===== src/hdl/mpd_defines.svh =====
// Register indices, reset values, window modes and timing for the parameter bank
`ifndef MPD_DEFINES_SVH
`define MPD_DEFINES_SVH

// ----------------------------------------
// Register indices (byte address = 4 x index)
// ----------------------------------------
`define MPD_IDX_CRT 8'h37
`define MPD_IDX_CWT 8'h39
`define MPD_IDX_ATD 8'h3a
`define MPD_IDX_CALLER_ID_GAIN_SEL 8'h3c
`define MPD_IDX_RING 8'h62
`define MPD_IDX_INTR 8'h82
`define MPD_IDX_LVR 8'hdb
`define MPD_IDX_DGAIN 8'hdf
`define MPD_IDX_CF1 8'he0
`define MPD_IDX_IOA 8'he1
`define MPD_IDX_IOB 8'he2
`define MPD_IDX_IODIR 8'he3
`define MPD_IDX_CF5 8'he4
`define MPD_IDX_WLO 8'he5
`define MPD_IDX_WHI 8'he6
`define MPD_IDX_WMODE 8'he8
`define MPD_IDX_TEST 8'heb

// ----------------------------------------
// Reset values
// ----------------------------------------
`define MPD_RST_CRT 8'h20
`define MPD_RST_CWT 8'h1e
`define MPD_RST_ATD 8'h29
`define MPD_RST_CALLER_ID_GAIN_SEL 8'h01
`define MPD_RST_RING 8'h41
`define MPD_RST_INTR 8'h08
`define MPD_RST_DGAIN 8'h0c
`define MPD_RST_CF1 8'h22
`define MPD_RST_IOA 8'h0e
`define MPD_RST_IOB 8'h00
`define MPD_RST_IODIR 8'h00
`define MPD_RST_CF5 8'h00
`define MPD_RST_WMODE 8'h00
`define MPD_RST_TEST 8'h00

// ----------------------------------------
// Window modes and line voltage floor
// ----------------------------------------
`define MPD_MODE_ADDR 8'h00
`define MPD_MODE_DATA 8'h01
`define MPD_MODE_CTRL 8'h02
`define MPD_LV_MIN_V 8'h03

// ----------------------------------------
// Timing
// ----------------------------------------
`define MPD_PCLK_NS 4
`define MPD_CRT_TICK_MS_NUM 5
`define MPD_CRT_TICK_MS_DEN 3
`define MPD_ATD_TICK_US_X1000 53330000
`define MPD_CWT_TICK_S 1
`define MPD_CRT_TICK_CYC ((`MPD_CRT_TICK_MS_NUM * 1000000) / (`MPD_CRT_TICK_MS_DEN * `MPD_PCLK_NS))
`define MPD_ATD_TICK_CYC (`MPD_ATD_TICK_US_X1000 / `MPD_PCLK_NS)
`define MPD_CWT_TICK_CYC ((`MPD_CWT_TICK_S * 1000000000) / `MPD_PCLK_NS)

`endif


===== src/hdl/mpd_pkg.sv =====
// Types shared by the parameter bank and its timers
package mpd_pkg;

   typedef enum logic [1:0] {WIN_ADDR, WIN_DATA, WIN_CTRL, WIN_OFF} mpd_win_e;

   typedef enum logic {CALL_IDLE, CALL_WAIT} mpd_call_e;

   typedef struct packed {
      logic [15:0] addr;
      logic [13:0] data;
      logic [7:0] ctrl_lo;
      logic [7:0] ctrl_hi;
      logic data_stb;
      logic ctrl_stb;
   } mpd_win_s;

   typedef struct packed {
      logic [7:0] cid_gain;
      logic [7:0] ring;
      logic [7:0] intrusion;
      logic [7:0] dgain;
      logic [7:0] cf1;
      logic [7:0] io_a;
      logic [7:0] io_b;
      logic [7:0] io_dir;
      logic [7:0] cf5;
      logic [7:0] test;
   } mpd_cfg_s;

endpackage


===== src/hdl/mpd_regs.sv =====
// Modem call-timing parameters, line voltage reading and signal processor window
//
// Operation
// RQ1 - Carrier counts as returned after continuous detection for programmed 5/3 ms ticks.
// RQ2 - Call waits for carrier at most programmed one-second ticks, then aborts.
// RQ3 - Answer tone starts after off-hook delay of programmed 53.33 ms ticks.
// RQ4 - Line voltage reads as signed eight-bit volts, sign giving polarity.
// RQ5 - Line voltage reads zero while magnitude is below three volts.
// RQ6 - Window mode register chooses meaning of the two window registers.
// RQ7 - Mode 0x00: window writes load target address low and high bytes.
// RQ8 - Mode 0x01: window writes load fourteen-bit data word low and high.
// RQ9 - Mode 0x02: low read gives status; low and high writes load control.
// RQ10 - Other modes: window writes ignored, window reads return zero.
`timescale 1ns/1ps
`include "mpd_defines.svh"
module mpd_regs import mpd_pkg::*; #(
   parameter int unsigned CRT_TICK_CYC = `MPD_CRT_TICK_CYC,
   parameter int unsigned CWT_TICK_CYC = `MPD_CWT_TICK_CYC,
   parameter int unsigned ATD_TICK_CYC = `MPD_ATD_TICK_CYC
) (
   input wire logic pclk, // System clock
   input wire logic presetn, // Async reset, active low
   input wire logic psel, // APB select
   input wire logic penable, // APB access phase
   input wire logic pwrite, // APB write
   input wire logic [9:0] paddr, // APB byte address
   input wire logic [31:0] pwdata, // APB write data
   output logic [31:0] prdata, // APB read data
   output logic pready, // APB ready
   output logic pslverr, // APB error, unmapped address
   input wire logic carrier_det_pin, // Carrier detect from line side
   input wire logic call_start, // Pulse: dialing begins
   input wire logic answer_mode, // Level: answering a call
   input wire logic off_hook, // Level: line is off-hook
   input wire logic [7:0] line_volt, // Signed tip-ring volts from converter
   input wire logic [7:0] dsp_status, // Signal processor status byte
   output logic carrier_ok, // Carrier qualified as present
   output logic call_abort, // Pulse: no carrier in time
   output logic tone_en, // Answer tone may sound
   output mpd_win_s win, // Window target address, data, control
   output mpd_cfg_s cfg // Bit-mapped configuration bytes
);

   // ----------------------------------------
   // Bus decode
   // ----------------------------------------
   logic setup;
   logic acc;
   logic wr;
   logic [7:0] idx;
   logic rd_hit;
   logic [7:0] rd8;
   logic [7:0] crt_reg;
   logic [7:0] cwt_reg;
   logic [7:0] atd_reg;
   logic [7:0] mode_reg;
   logic [7:0] lvr_reg;
   mpd_win_e win_sel;

   assign setup = psel && !penable;
   assign acc = psel && penable && pready;
   assign idx = paddr[9:2];
   assign wr = acc && pwrite && rd_hit;

   always_comb begin
      case (mode_reg)
         `MPD_MODE_ADDR: win_sel = WIN_ADDR;
         `MPD_MODE_DATA: win_sel = WIN_DATA;
         `MPD_MODE_CTRL: win_sel = WIN_CTRL;
         default: win_sel = WIN_OFF;
      endcase
   end

   always_comb begin
      rd_hit = (paddr[1:0] == 2'b00);
      rd8 = 8'h00;
      case (idx)
         `MPD_IDX_CRT: rd8 = crt_reg;
         `MPD_IDX_CWT: rd8 = cwt_reg;
         `MPD_IDX_ATD: rd8 = atd_reg;
         `MPD_IDX_CALLER_ID_GAIN_SEL: rd8 = cfg.cid_gain;
         `MPD_IDX_RING: rd8 = cfg.ring;
         `MPD_IDX_INTR: rd8 = cfg.intrusion;
         `MPD_IDX_LVR: rd8 = lvr_reg;
         `MPD_IDX_DGAIN: rd8 = cfg.dgain;
         `MPD_IDX_CF1: rd8 = cfg.cf1;
         `MPD_IDX_IOA: rd8 = cfg.io_a;
         `MPD_IDX_IOB: rd8 = cfg.io_b;
         `MPD_IDX_IODIR: rd8 = cfg.io_dir;
         `MPD_IDX_CF5: rd8 = cfg.cf5;
         `MPD_IDX_WLO: rd8 = (win_sel == WIN_CTRL) ? dsp_status : 8'h00; // see RQ9 see RQ10
         `MPD_IDX_WHI: rd8 = 8'h00;
         `MPD_IDX_WMODE: rd8 = mode_reg;
         `MPD_IDX_TEST: rd8 = cfg.test;
         default: rd_hit = 1'b0;
      endcase
   end

   // Answer is always one cycle after setup; data sampled at setup
   always_ff @(posedge pclk or negedge presetn) begin
      if (!presetn) begin
         pready <= 1'b0;
         prdata <= 32'h0;
         pslverr <= 1'b0;
      end else begin
         pready <= setup;
         if (setup) begin
            prdata <= {24'h0, rd_hit ? rd8 : 8'h00};
            pslverr <= !rd_hit;
         end
      end
   end

   // ----------------------------------------
   // Parameter and configuration registers
   // ----------------------------------------
   always_ff @(posedge pclk or negedge presetn) begin
      if (!presetn) begin
         crt_reg <= `MPD_RST_CRT; // see RQ1
         cwt_reg <= `MPD_RST_CWT;
         atd_reg <= `MPD_RST_ATD; // see RQ3
      end else if (wr) begin
         case (idx)
            `MPD_IDX_CRT: crt_reg <= pwdata[7:0];
            `MPD_IDX_CWT: cwt_reg <= pwdata[7:0];
            `MPD_IDX_ATD: atd_reg <= pwdata[7:0];
            default: ;
         endcase
      end
   end

   always_ff @(posedge pclk or negedge presetn) begin
      if (!presetn) begin
         cfg <= '{`MPD_RST_CALLER_ID_GAIN_SEL, `MPD_RST_RING, `MPD_RST_INTR, `MPD_RST_DGAIN, `MPD_RST_CF1,
                  `MPD_RST_IOA, `MPD_RST_IOB, `MPD_RST_IODIR, `MPD_RST_CF5, `MPD_RST_TEST};
      end else if (wr) begin
         case (idx)
            `MPD_IDX_CALLER_ID_GAIN_SEL: cfg.cid_gain <= pwdata[7:0];
            `MPD_IDX_RING: cfg.ring <= pwdata[7:0];
            `MPD_IDX_INTR: cfg.intrusion <= pwdata[7:0];
            `MPD_IDX_DGAIN: cfg.dgain <= pwdata[7:0];
            `MPD_IDX_CF1: cfg.cf1 <= pwdata[7:0];
            `MPD_IDX_IOA: cfg.io_a <= pwdata[7:0];
            `MPD_IDX_IOB: cfg.io_b <= pwdata[7:0];
            `MPD_IDX_IODIR: cfg.io_dir <= pwdata[7:0];
            `MPD_IDX_CF5: cfg.cf5 <= pwdata[7:0];
            `MPD_IDX_TEST: cfg.test <= pwdata[7:0];
            default: ;
         endcase
      end
   end

   // ----------------------------------------
   // Signal processor window
   // ----------------------------------------
   always_ff @(posedge pclk or negedge presetn) begin
      if (!presetn) begin
         mode_reg <= `MPD_RST_WMODE;
      end else if (wr && idx == `MPD_IDX_WMODE) begin
         mode_reg <= pwdata[7:0]; // see RQ6
      end
   end

   always_ff @(posedge pclk or negedge presetn) begin
      if (!presetn) begin
         win <= '0;
      end else begin
         win.data_stb <= 1'b0;
         win.ctrl_stb <= 1'b0;
         if (wr && (idx == `MPD_IDX_WLO || idx == `MPD_IDX_WHI)) begin
            case (win_sel)
               WIN_ADDR: begin
                  if (idx == `MPD_IDX_WLO) begin
                     win.addr[7:0] <= pwdata[7:0]; // see RQ7
                  end else begin
                     win.addr[15:8] <= pwdata[7:0]; // see RQ7
                  end
               end
               WIN_DATA: begin
                  if (idx == `MPD_IDX_WLO) begin
                     win.data[7:0] <= pwdata[7:0]; // see RQ8
                  end else begin
                     win.data[13:8] <= pwdata[5:0]; // see RQ8
                     win.data_stb <= 1'b1;
                  end
               end
               WIN_CTRL: begin
                  if (idx == `MPD_IDX_WLO) begin
                     win.ctrl_lo <= pwdata[7:0]; // see RQ9
                  end else begin
                     win.ctrl_hi <= pwdata[7:0]; // see RQ9
                  end
                  win.ctrl_stb <= 1'b1;
               end
               default: ; // see RQ10
            endcase
         end
      end
   end

   // ----------------------------------------
   // Line voltage reading
   // ----------------------------------------
   always_ff @(posedge pclk or negedge presetn) begin
      if (!presetn) begin
         lvr_reg <= 8'h00;
      end else if ($signed(line_volt) < $signed(`MPD_LV_MIN_V) &&
                   $signed(line_volt) > $signed(8'h00 - `MPD_LV_MIN_V)) begin
         lvr_reg <= 8'h00; // see RQ5
      end else begin
         lvr_reg <= line_volt; // see RQ4
      end
   end

   // ----------------------------------------
   // Carrier qualification and call timers
   // ----------------------------------------
   logic det_meta;
   logic det_s;
   logic cr_run;
   logic cr_done;
   logic cw_done;
   logic at_run;
   logic at_done;
   mpd_call_e call_st;

   // Line-side carrier input is asynchronous to pclk
   always_ff @(posedge pclk or negedge presetn) begin
      if (!presetn) begin
         det_meta <= 1'b0;
         det_s <= 1'b0;
      end else begin
         det_meta <= carrier_det_pin;
         det_s <= det_meta;
      end
   end

   assign cr_run = det_s && !carrier_ok;
   assign at_run = answer_mode && off_hook;

   mpd_tick_timer #(.TICK_CYC(CRT_TICK_CYC)) u_return (
      .clk(pclk),
      .rst_n(presetn),
      .run(cr_run),
      .limit(crt_reg),
      .done(cr_done)
   );

   mpd_tick_timer #(.TICK_CYC(CWT_TICK_CYC)) u_wait (
      .clk(pclk),
      .rst_n(presetn),
      .run(call_st == CALL_WAIT),
      .limit(cwt_reg),
      .done(cw_done)
   );

   mpd_tick_timer #(.TICK_CYC(ATD_TICK_CYC)) u_tone (
      .clk(pclk),
      .rst_n(presetn),
      .run(at_run),
      .limit(atd_reg),
      .done(at_done)
   );

   // A drop in detection restarts the return count from zero
   always_ff @(posedge pclk or negedge presetn) begin
      if (!presetn) begin
         carrier_ok <= 1'b0;
      end else if (!det_s) begin
         carrier_ok <= 1'b0;
      end else if (cr_done) begin
         carrier_ok <= 1'b1; // see RQ1
      end
   end

   always_ff @(posedge pclk or negedge presetn) begin
      if (!presetn) begin
         call_st <= CALL_IDLE;
         call_abort <= 1'b0;
      end else begin
         call_abort <= 1'b0;
         case (call_st)
            CALL_IDLE: begin
               if (call_start) begin
                  call_st <= CALL_WAIT;
               end
            end
            CALL_WAIT: begin
               if (det_s) begin
                  call_st <= CALL_IDLE;
               end else if (cw_done) begin
                  call_abort <= 1'b1; // see RQ2
                  call_st <= CALL_IDLE;
               end
            end
            default: call_st <= CALL_IDLE;
         endcase
      end
   end

   always_ff @(posedge pclk or negedge presetn) begin
      if (!presetn) begin
         tone_en <= 1'b0;
      end else begin
         tone_en <= at_run && at_done; // see RQ3
      end
   end
endmodule // mpd_regs


===== src/hdl/mpd_tick_timer.sv =====
// Tick prescaler with an eight-bit tick counter compared against a limit
`timescale 1ns/1ps
module mpd_tick_timer import mpd_pkg::*; #(
   parameter int unsigned TICK_CYC = 4
) (
   input wire logic clk, // System clock
   input wire logic rst_n, // Async reset, active low
   input wire logic run, // Count while high, clear when low
   input wire logic [7:0] limit, // Ticks to reach
   output logic done // Limit reached while running
);

   logic [27:0] div_reg;
   logic [7:0] cnt_reg;
   logic tick;

   // Prescaler restarts with run so the first tick is a full period
   assign tick = run && (div_reg == 28'(TICK_CYC - 1));

   always_ff @(posedge clk or negedge rst_n) begin
      if (!rst_n) begin
         div_reg <= 28'h0;
      end else if (!run || tick) begin
         div_reg <= 28'h0;
      end else begin
         div_reg <= div_reg + 28'h1;
      end
   end

   always_ff @(posedge clk or negedge rst_n) begin
      if (!rst_n) begin
         cnt_reg <= 8'h0;
      end else if (!run) begin
         cnt_reg <= 8'h0;
      end else if (tick && cnt_reg != 8'hff) begin
         cnt_reg <= cnt_reg + 8'h1;
      end
   end

   always_ff @(posedge clk or negedge rst_n) begin
      if (!rst_n) begin
         done <= 1'b0;
      end else begin
         done <= run && (cnt_reg >= limit);
      end
   end

endmodule // mpd_tick_timer

===== config.mk =====
export PLATFORM = sky130hd
export DESIGN_NAME = mpd_regs
export DESIGN_NICKNAME = d
export VERILOG_FILES = /design/src/hdl/mpd_pkg.sv /design/src/hdl/mpd_regs.sv /design/src/hdl/mpd_tick_timer.sv
export VERILOG_INCLUDE_DIRS = /design/src /design/src/hdl
export SDC_FILE = /design/constraint.sdc
export NUM_CORES = 1
export LEC_CHECK = 0
export BUFFER_PORTS_ARGS = -buffer_cell sky130_fd_sc_hd__buf_2
export CORE_ASPECT_RATIO = 1.1
export CORE_MARGIN = 8
export CORE_UTILIZATION = 57
export CTS_CLUSTER_SIZE = 25
export DETAILED_ROUTE_END_ITERATION = 8
export PLACE_DENSITY_LB_ADDON = 0.15
export SKIP_CTS_REPAIR_TIMING = 1
export SYNTH_ARGS = -nofsm -noshare
export SYNTH_HDL_FRONTEND = slang
export SYNTH_SLANG_ARGS = --single-unit
export TNS_END_PERCENT = 1

===== constraint.sdc =====
create_clock -name pclk -period 3.2 [get_ports pclk]
set_clock_uncertainty 0.2 [all_clocks]
set_input_delay 0.32 -clock pclk [delete_from_list [all_inputs] [get_ports pclk]]
set_output_delay 0.32 -clock pclk [all_outputs]
set_load 0.05 [all_outputs]

# == Yosys cells after proc, flatten, opt, wreduce, memory -nomap -nowiden ==
# Cells that the tools add are included.
# classes
add_sub_neg,6
order_cmp,5
eq_ne,31
n_mux,28
n_bitwise,2
n_reduce_logical,53
# ops
operator,count
8-bit one-hot mux with 16 select lines,1
"8-bit == test, second input constant",12
"28-bit by 1-bit adder with 28-bit output, second input constant",3
28-bit 2-to-1 mux,3
8-bit 2-to-1 mux,9
"8-bit by 6-bit == test with 1-bit output, second input constant",4
"28-bit by 19-bit == test with 1-bit output, second input constant",1
"28-bit by 24-bit == test with 1-bit output, second input constant",1
"28-bit == test, second input constant",1
2-bit AND reduction,13
"8-bit by 1-bit adder with 8-bit output, second input constant",3
8-bit >= comparator,3
"8-bit inequality test, second input constant",3
1-bit logical AND,20
3-bit AND reduction,6
17-bit OR reduction,1
1-bit 2-to-1 mux,12
"8-bit by 1-bit == test with 1-bit output, second input constant",1
"8-bit by 2-bit == test with 1-bit output, second input constant",1
"8-bit by 7-bit == test with 1-bit output, second input constant",1
"8-bit by 3-bit > comparator with 1-bit output, second input constant",1
8-bit zero test,1
"8-bit by 3-bit < comparator with 1-bit output, second input constant",1
1-bit zero test,6
10 further kinds,17
# totals
register_bits,295
elab_cells,166

# == Longest topological paths before layout ==
# depth
word_depth,6
depth_mapped,10
depth_no_buf,8

# == Modules after synthesis ==
# Synthesis repeated with hierarchy kept, for this count alone.
# hier_totals
hier_cells,1374
hier_area_um2,15030.7
# modules_own_cells
mod,n_inst,cells_each,area_each_um2
mpd_regs,1,698,8682.1
mpd_tick_timer (u_wait),1,235,2159.6
mpd_tick_timer (u_return),1,225,2130.8
mpd_tick_timer (u_tone),1,216,2058.2

# == Worst setup path before layout ==
# OpenSTA, ideal clock, no wires.
# synth_timing
path_type,reg2reg
startpoint,register pready
endpoint,register win[2] (netlist name)
setup_time_ps,125
t_arrival_ps,2357
t_required_ps,2875
setup_slack_ps,518
stages_incl_launch_ff,8
path_buffers,2
period_less_slack_ps,2682
cell_sequence,dfrtp_1 nand4_1 or3_1 clkbuf_1 or4_4 nand2b_4 buf_6 mux2_4
# synth_between
elab_chain_len,5
# synth_rtl
item,line,source
from (decl),mpd_regs.sv:29,"output logic pready,"
from (signal assigned),mpd_regs.sv:106,pready <= setup;
1-bit logical AND,mpd_regs.sv:61,assign acc = psel && penable && pready;
1-bit logical AND (2 in a row),mpd_regs.sv:63,assign wr = acc && pwrite && rd_hit;
1-bit logical AND,mpd_regs.sv:170,if (wr && (idx == `MPD_IDX_WLO || idx == `MPD_IDX_WHI)) begin
3-bit AND reduction (no line),--,
to (decl),mpd_regs.sv:40,"output mpd_win_s win,"
# Every way passes these cells.
# A chain may end at the register's enable or synchronous reset.

# == Worst setup path after layout ==
# layout_timing
startpoint,register mode_reg[2]
endpoint,register prdata[4]
# layout_between
elab_chain_len,6
elab_cells_between_ends,8
# layout_rtl
item,line,source
from (decl),mpd_regs.sv:56,logic [7:0] mode_reg;
from (signal assigned),mpd_regs.sv:158,mode_reg <= `MPD_RST_WMODE;
from (signal assigned),mpd_regs.sv:160,mode_reg <= pwdata[7:0];
8-bit by 2-bit == test with 1-bit output (tied with other cells),mpd_regs.sv:66,case (mode_reg)
2-bit one-hot mux with 3 select lines (*),mpd_regs.sv:66,
2-bit == test (*),mpd_regs.sv:91,`MPD_IDX_WLO: rd8 = (win_sel == WIN_CTRL) ? dsp_status : 8'h00;
8-bit 2-to-1 mux (*),mpd_regs.sv:91,
8-bit one-hot mux with 16 select lines (*),mpd_regs.sv:77,case (idx)
8-bit 2-to-1 mux (*),mpd_regs.sv:108,"prdata <= {24'h0, rd_hit ? rd8 : 8'h00};"
to (signal assigned),mpd_regs.sv:108,
to (decl),mpd_regs.sv:28,"output logic [31:0] prdata,"
# Every way passes the cells marked *; elsewhere a longest branch is shown, timed or not.

==> impl_metrics.env <==
export IMPL_yosys_area_top_type_share_pct=47.5
export IMPL_synth_area_um2=14600
export IMPL_tightest_slew_ns=0.760
export IMPL_die_area_um2=30900
export IMPL_wl_per_cell_um=20.3
export IMPL_p_switching_mw=1.83
export IMPL_p_total_mw=8.18
export IMPL_yosys_top_cells_area="dfrtp_1 (47%), mux2_2 (12%), dfstp_2 (3.4%), nor2_1 (3.4%), xor2_1 (2.9%)"
export IMPL_grt_usage_pct=23.9
export IMPL_synth_largest_area_cell="dfrtp_1"
export IMPL_n_antenna_cell=0
export IMPL_cp_arrival_ns=2.96
export IMPL_switching_share_pct=22.4
export IMPL_combinationalPowerShare_pct=5.4
export IMPL_cts_sinks=295
export IMPL_fin_area_um2=17100
export IMPL_hpwl_um=26700
export IMPL_fin_nets=1602
export IMPL_stdcell_count=1844
export IMPL_die_w_um=168
export IMPL_synthFlopType="dfrtp_1"
export IMPL_grt_pass1_wl_um=59700
export IMPL_io_buffers=183
export IMPL_wl_um=37400
export IMPL_worst_path_max_fanout=7
export IMPL_ys_types=78
export IMPL_hp_class="input pin to flop"
export IMPL_drc=0
export IMPL_required_ns=3.49
export IMPL_synthTopCellsByCount="dfrtp_1 (276), mux2_2 (154), nor2_1 (133)"
export IMPL_avgSynthCellArea_um2=11.2
export IMPL_cts_tree="yes"
export IMPL_rsz0062_at_grt="no"
export IMPL_layout_worst_path_cycle_share_pct=83.6
export IMPL_relSlewSlack_pct=49.2
export IMPL_synthArstFlopShare_pct=100
export IMPL_largest_register_ffs=80
export IMPL_grt_start_max_net_pins=78
export IMPL_h_tree_depth=1
export IMPL_ir_drop_v=0.000414
export IMPL_ant_nets=0
export IMPL_status="finished clean"
export IMPL_period_needed_ns=2.68
export IMPL_routabilityCongestion=0.957
export IMPL_syn_inst=1299
export IMPL_rows=61
export IMPL_clkPwrFrac_pct=48.4
export IMPL_startpoint_type="flop"
export IMPL_clk_latency_ns=0.57
export IMPL_die_h_um=184
export IMPL_via_per_inst=5.85
export IMPL_pin_count=232
export IMPL_synth_edf_count=0
export IMPL_cap_violations=0
export IMPL_synth_most_common_cell="dfrtp_1"
export IMPL_core_area_um2=25200
export IMPL_synth_seq_area_share_pct=50.9
export IMPL_critPathKind="flop to flop"
export IMPL_largest_register="cfg"
export IMPL_overflow=0
export IMPL_power_density_nw_per_um2=477
export IMPL_cts_made_buffers=31
export IMPL_placed_cell_area_um2=15800
export IMPL_p_int_mw=6.35
export IMPL_p_leak_nw=8.34
export IMPL_clock_fmax_mhz=374
export IMPL_reg_top3="cfg: 80 flops, win: 48 flops"
export IMPL_drive_gt1_share_pct=30.7
export IMPL_drt_iter0_markers=794
export IMPL_num_vias=10800
export IMPL_utilization_pct=68.0
export IMPL_path_clk_slew_ns=0.06
export IMPL_hold_viol=0
export IMPL_yosys_warnings=0
export IMPL_cts_path_max_buffers=3
export IMPL_drv_slew=0
export IMPL_firstDrtPassIters=5
export IMPL_antenna_found_initial=0
export IMPL_place_inst=1766
export IMPL_crit_path_end_kind="flop"
export IMPL_final_setup_viol_count=0
export IMPL_p_seq_share_pct=46.2
export IMPL_initial_utilization_pct=57.8
export IMPL_synth_seq_cells=295
export IMPL_area_delta_synth_final_pct=17.7
export IMPL_fin_tns_setup_ns=0
export IMPL_grt_pass1_vias=11000
export IMPL_clockRootBuffer="clkbuf_16"
area by class of cell:
cell class	count	area, um2
Tap cell	315	394
Clock buffer	43	881
Inverter	42	158
Clock inverter	15	268
Fill cell	1905	8050
Multi-Input combinational cell	900	6620
Timing Repair Buffer	234	1410
Sequential cell	295	7410
path summary, 6_finish.rpt:
path,from,endpoint,slack (ns),cells past startpoint
min,dsp_status[2],prdata[2],0.008,4
max,mode_reg[2],prdata[4],0.52,7
min reg2reg,det_meta,det_s,0.16,0
max reg2reg,mode_reg[2],prdata[4],0.52,7
max in group asynchronous,presetn,cwt_reg[4],1.81,3
min in group asynchronous,presetn,win[5],0.14,2
per-stage QoR:
stage          setup WS [ns]  hold slack (ns)
6_report               0.524          0.00813
5_1_grt                0.463          0.00120
4_1_cts                0.616           -0.463
3_5_place_dp           0.464            0.142
3_3_place_gp           0.483            0.138
2_1_floorplan          0.518           -0.176
power by group through the flow:
stage / combinational, mW / clock, mW / sequential, mW
floorplan: 0.244 / 0 / 3.86
global placement: 0.425 / 0 / 3.85
detailed placement: 0.427 / 0 / 3.85
CTS: 0.428 / 4.04 / 3.78
global route: 0.483 / 4.18 / 3.78
finish: 0.443 / 3.95 / 3.78
cells by family (layout without fill, tap and decap cells):
logic type,Yosys count,after routing,synth area share (%)
buffers and inverters,127,334,4.21
XOR/XNOR,93,93,5.60
adder cells (fa/ha/maj),31,31,2.67
AO/OA/AOI/OAI,131,131,6.70
other,1,24,0.0258
multiplexers,179,179,13.9
flip-flops,295,295,50.9
AND/OR/NAND/NOR,442,442,16.0
critical path, stage by stage (launching register included):
cell           delay, ns
dfrtp_1             0.41
nor4_1              0.29
nand2_1             0.20
nor4_1              0.40
buf_4               0.24
a2bb2oi_1           0.11
a32oi_1             0.18
dlygate4sd3_1       0.59
metal layers:
| layer | GRT usage, % | vias to the layer above | share of wire (%) |
|---|---|---|---|
| li1 | - | 4969 | - |
| met3 | 4.30 | 70 | 7.2 |
| met5 | 0 | - | 0 |
| met1 | 29.6 | 5392 | 40 |
| met2 | 42.0 | 358 | 50 |
| met4 | 7.61 | 0 | 2.7 |
placed cells by master (no fill, tap or decap), types with 8 or more instances in the layout:
| cell type | synthesis | final |
|---|---|---|
| a21o_1 | 12 | 12 |
| a21oi_1 | 14 | 14 |
| a22o_1 | 11 | 11 |
| a22oi_1 | 16 | 16 |
| a32oi_1 | 11 | 11 |
| and2_1 | 12 | 12 |
| and3_1 | 25 | 25 |
| buf_2 | 19 | 182 |
| buf_4 | 28 | 27 |
| clkbuf_16 | 0 | 31 |
| conb_1 | 1 | 24 |
| dfrtp_1 | 276 | 276 |
| dfstp_2 | 19 | 19 |
| dlygate4sd3_1 | 0 | 20 |
| ha_1 | 31 | 31 |
| inv_1 | 42 | 42 |
| mux2_2 | 154 | 154 |
| mux2_4 | 8 | 8 |
| mux2i_1 | 17 | 17 |
| nand2_1 | 69 | 69 |
| nand2b_1 | 10 | 10 |
| nand3_1 | 45 | 45 |
| nand4_1 | 35 | 35 |
| nor2_1 | 133 | 133 |
| nor2b_1 | 10 | 10 |
| nor3_1 | 29 | 29 |
| nor4_1 | 8 | 8 |
| o21ai_0 | 18 | 18 |
| or3_1 | 8 | 8 |
| xnor2_1 | 45 | 45 |
| xor2_1 | 48 | 48 |
No activity file was read; power rests on OpenSTA's default activity.
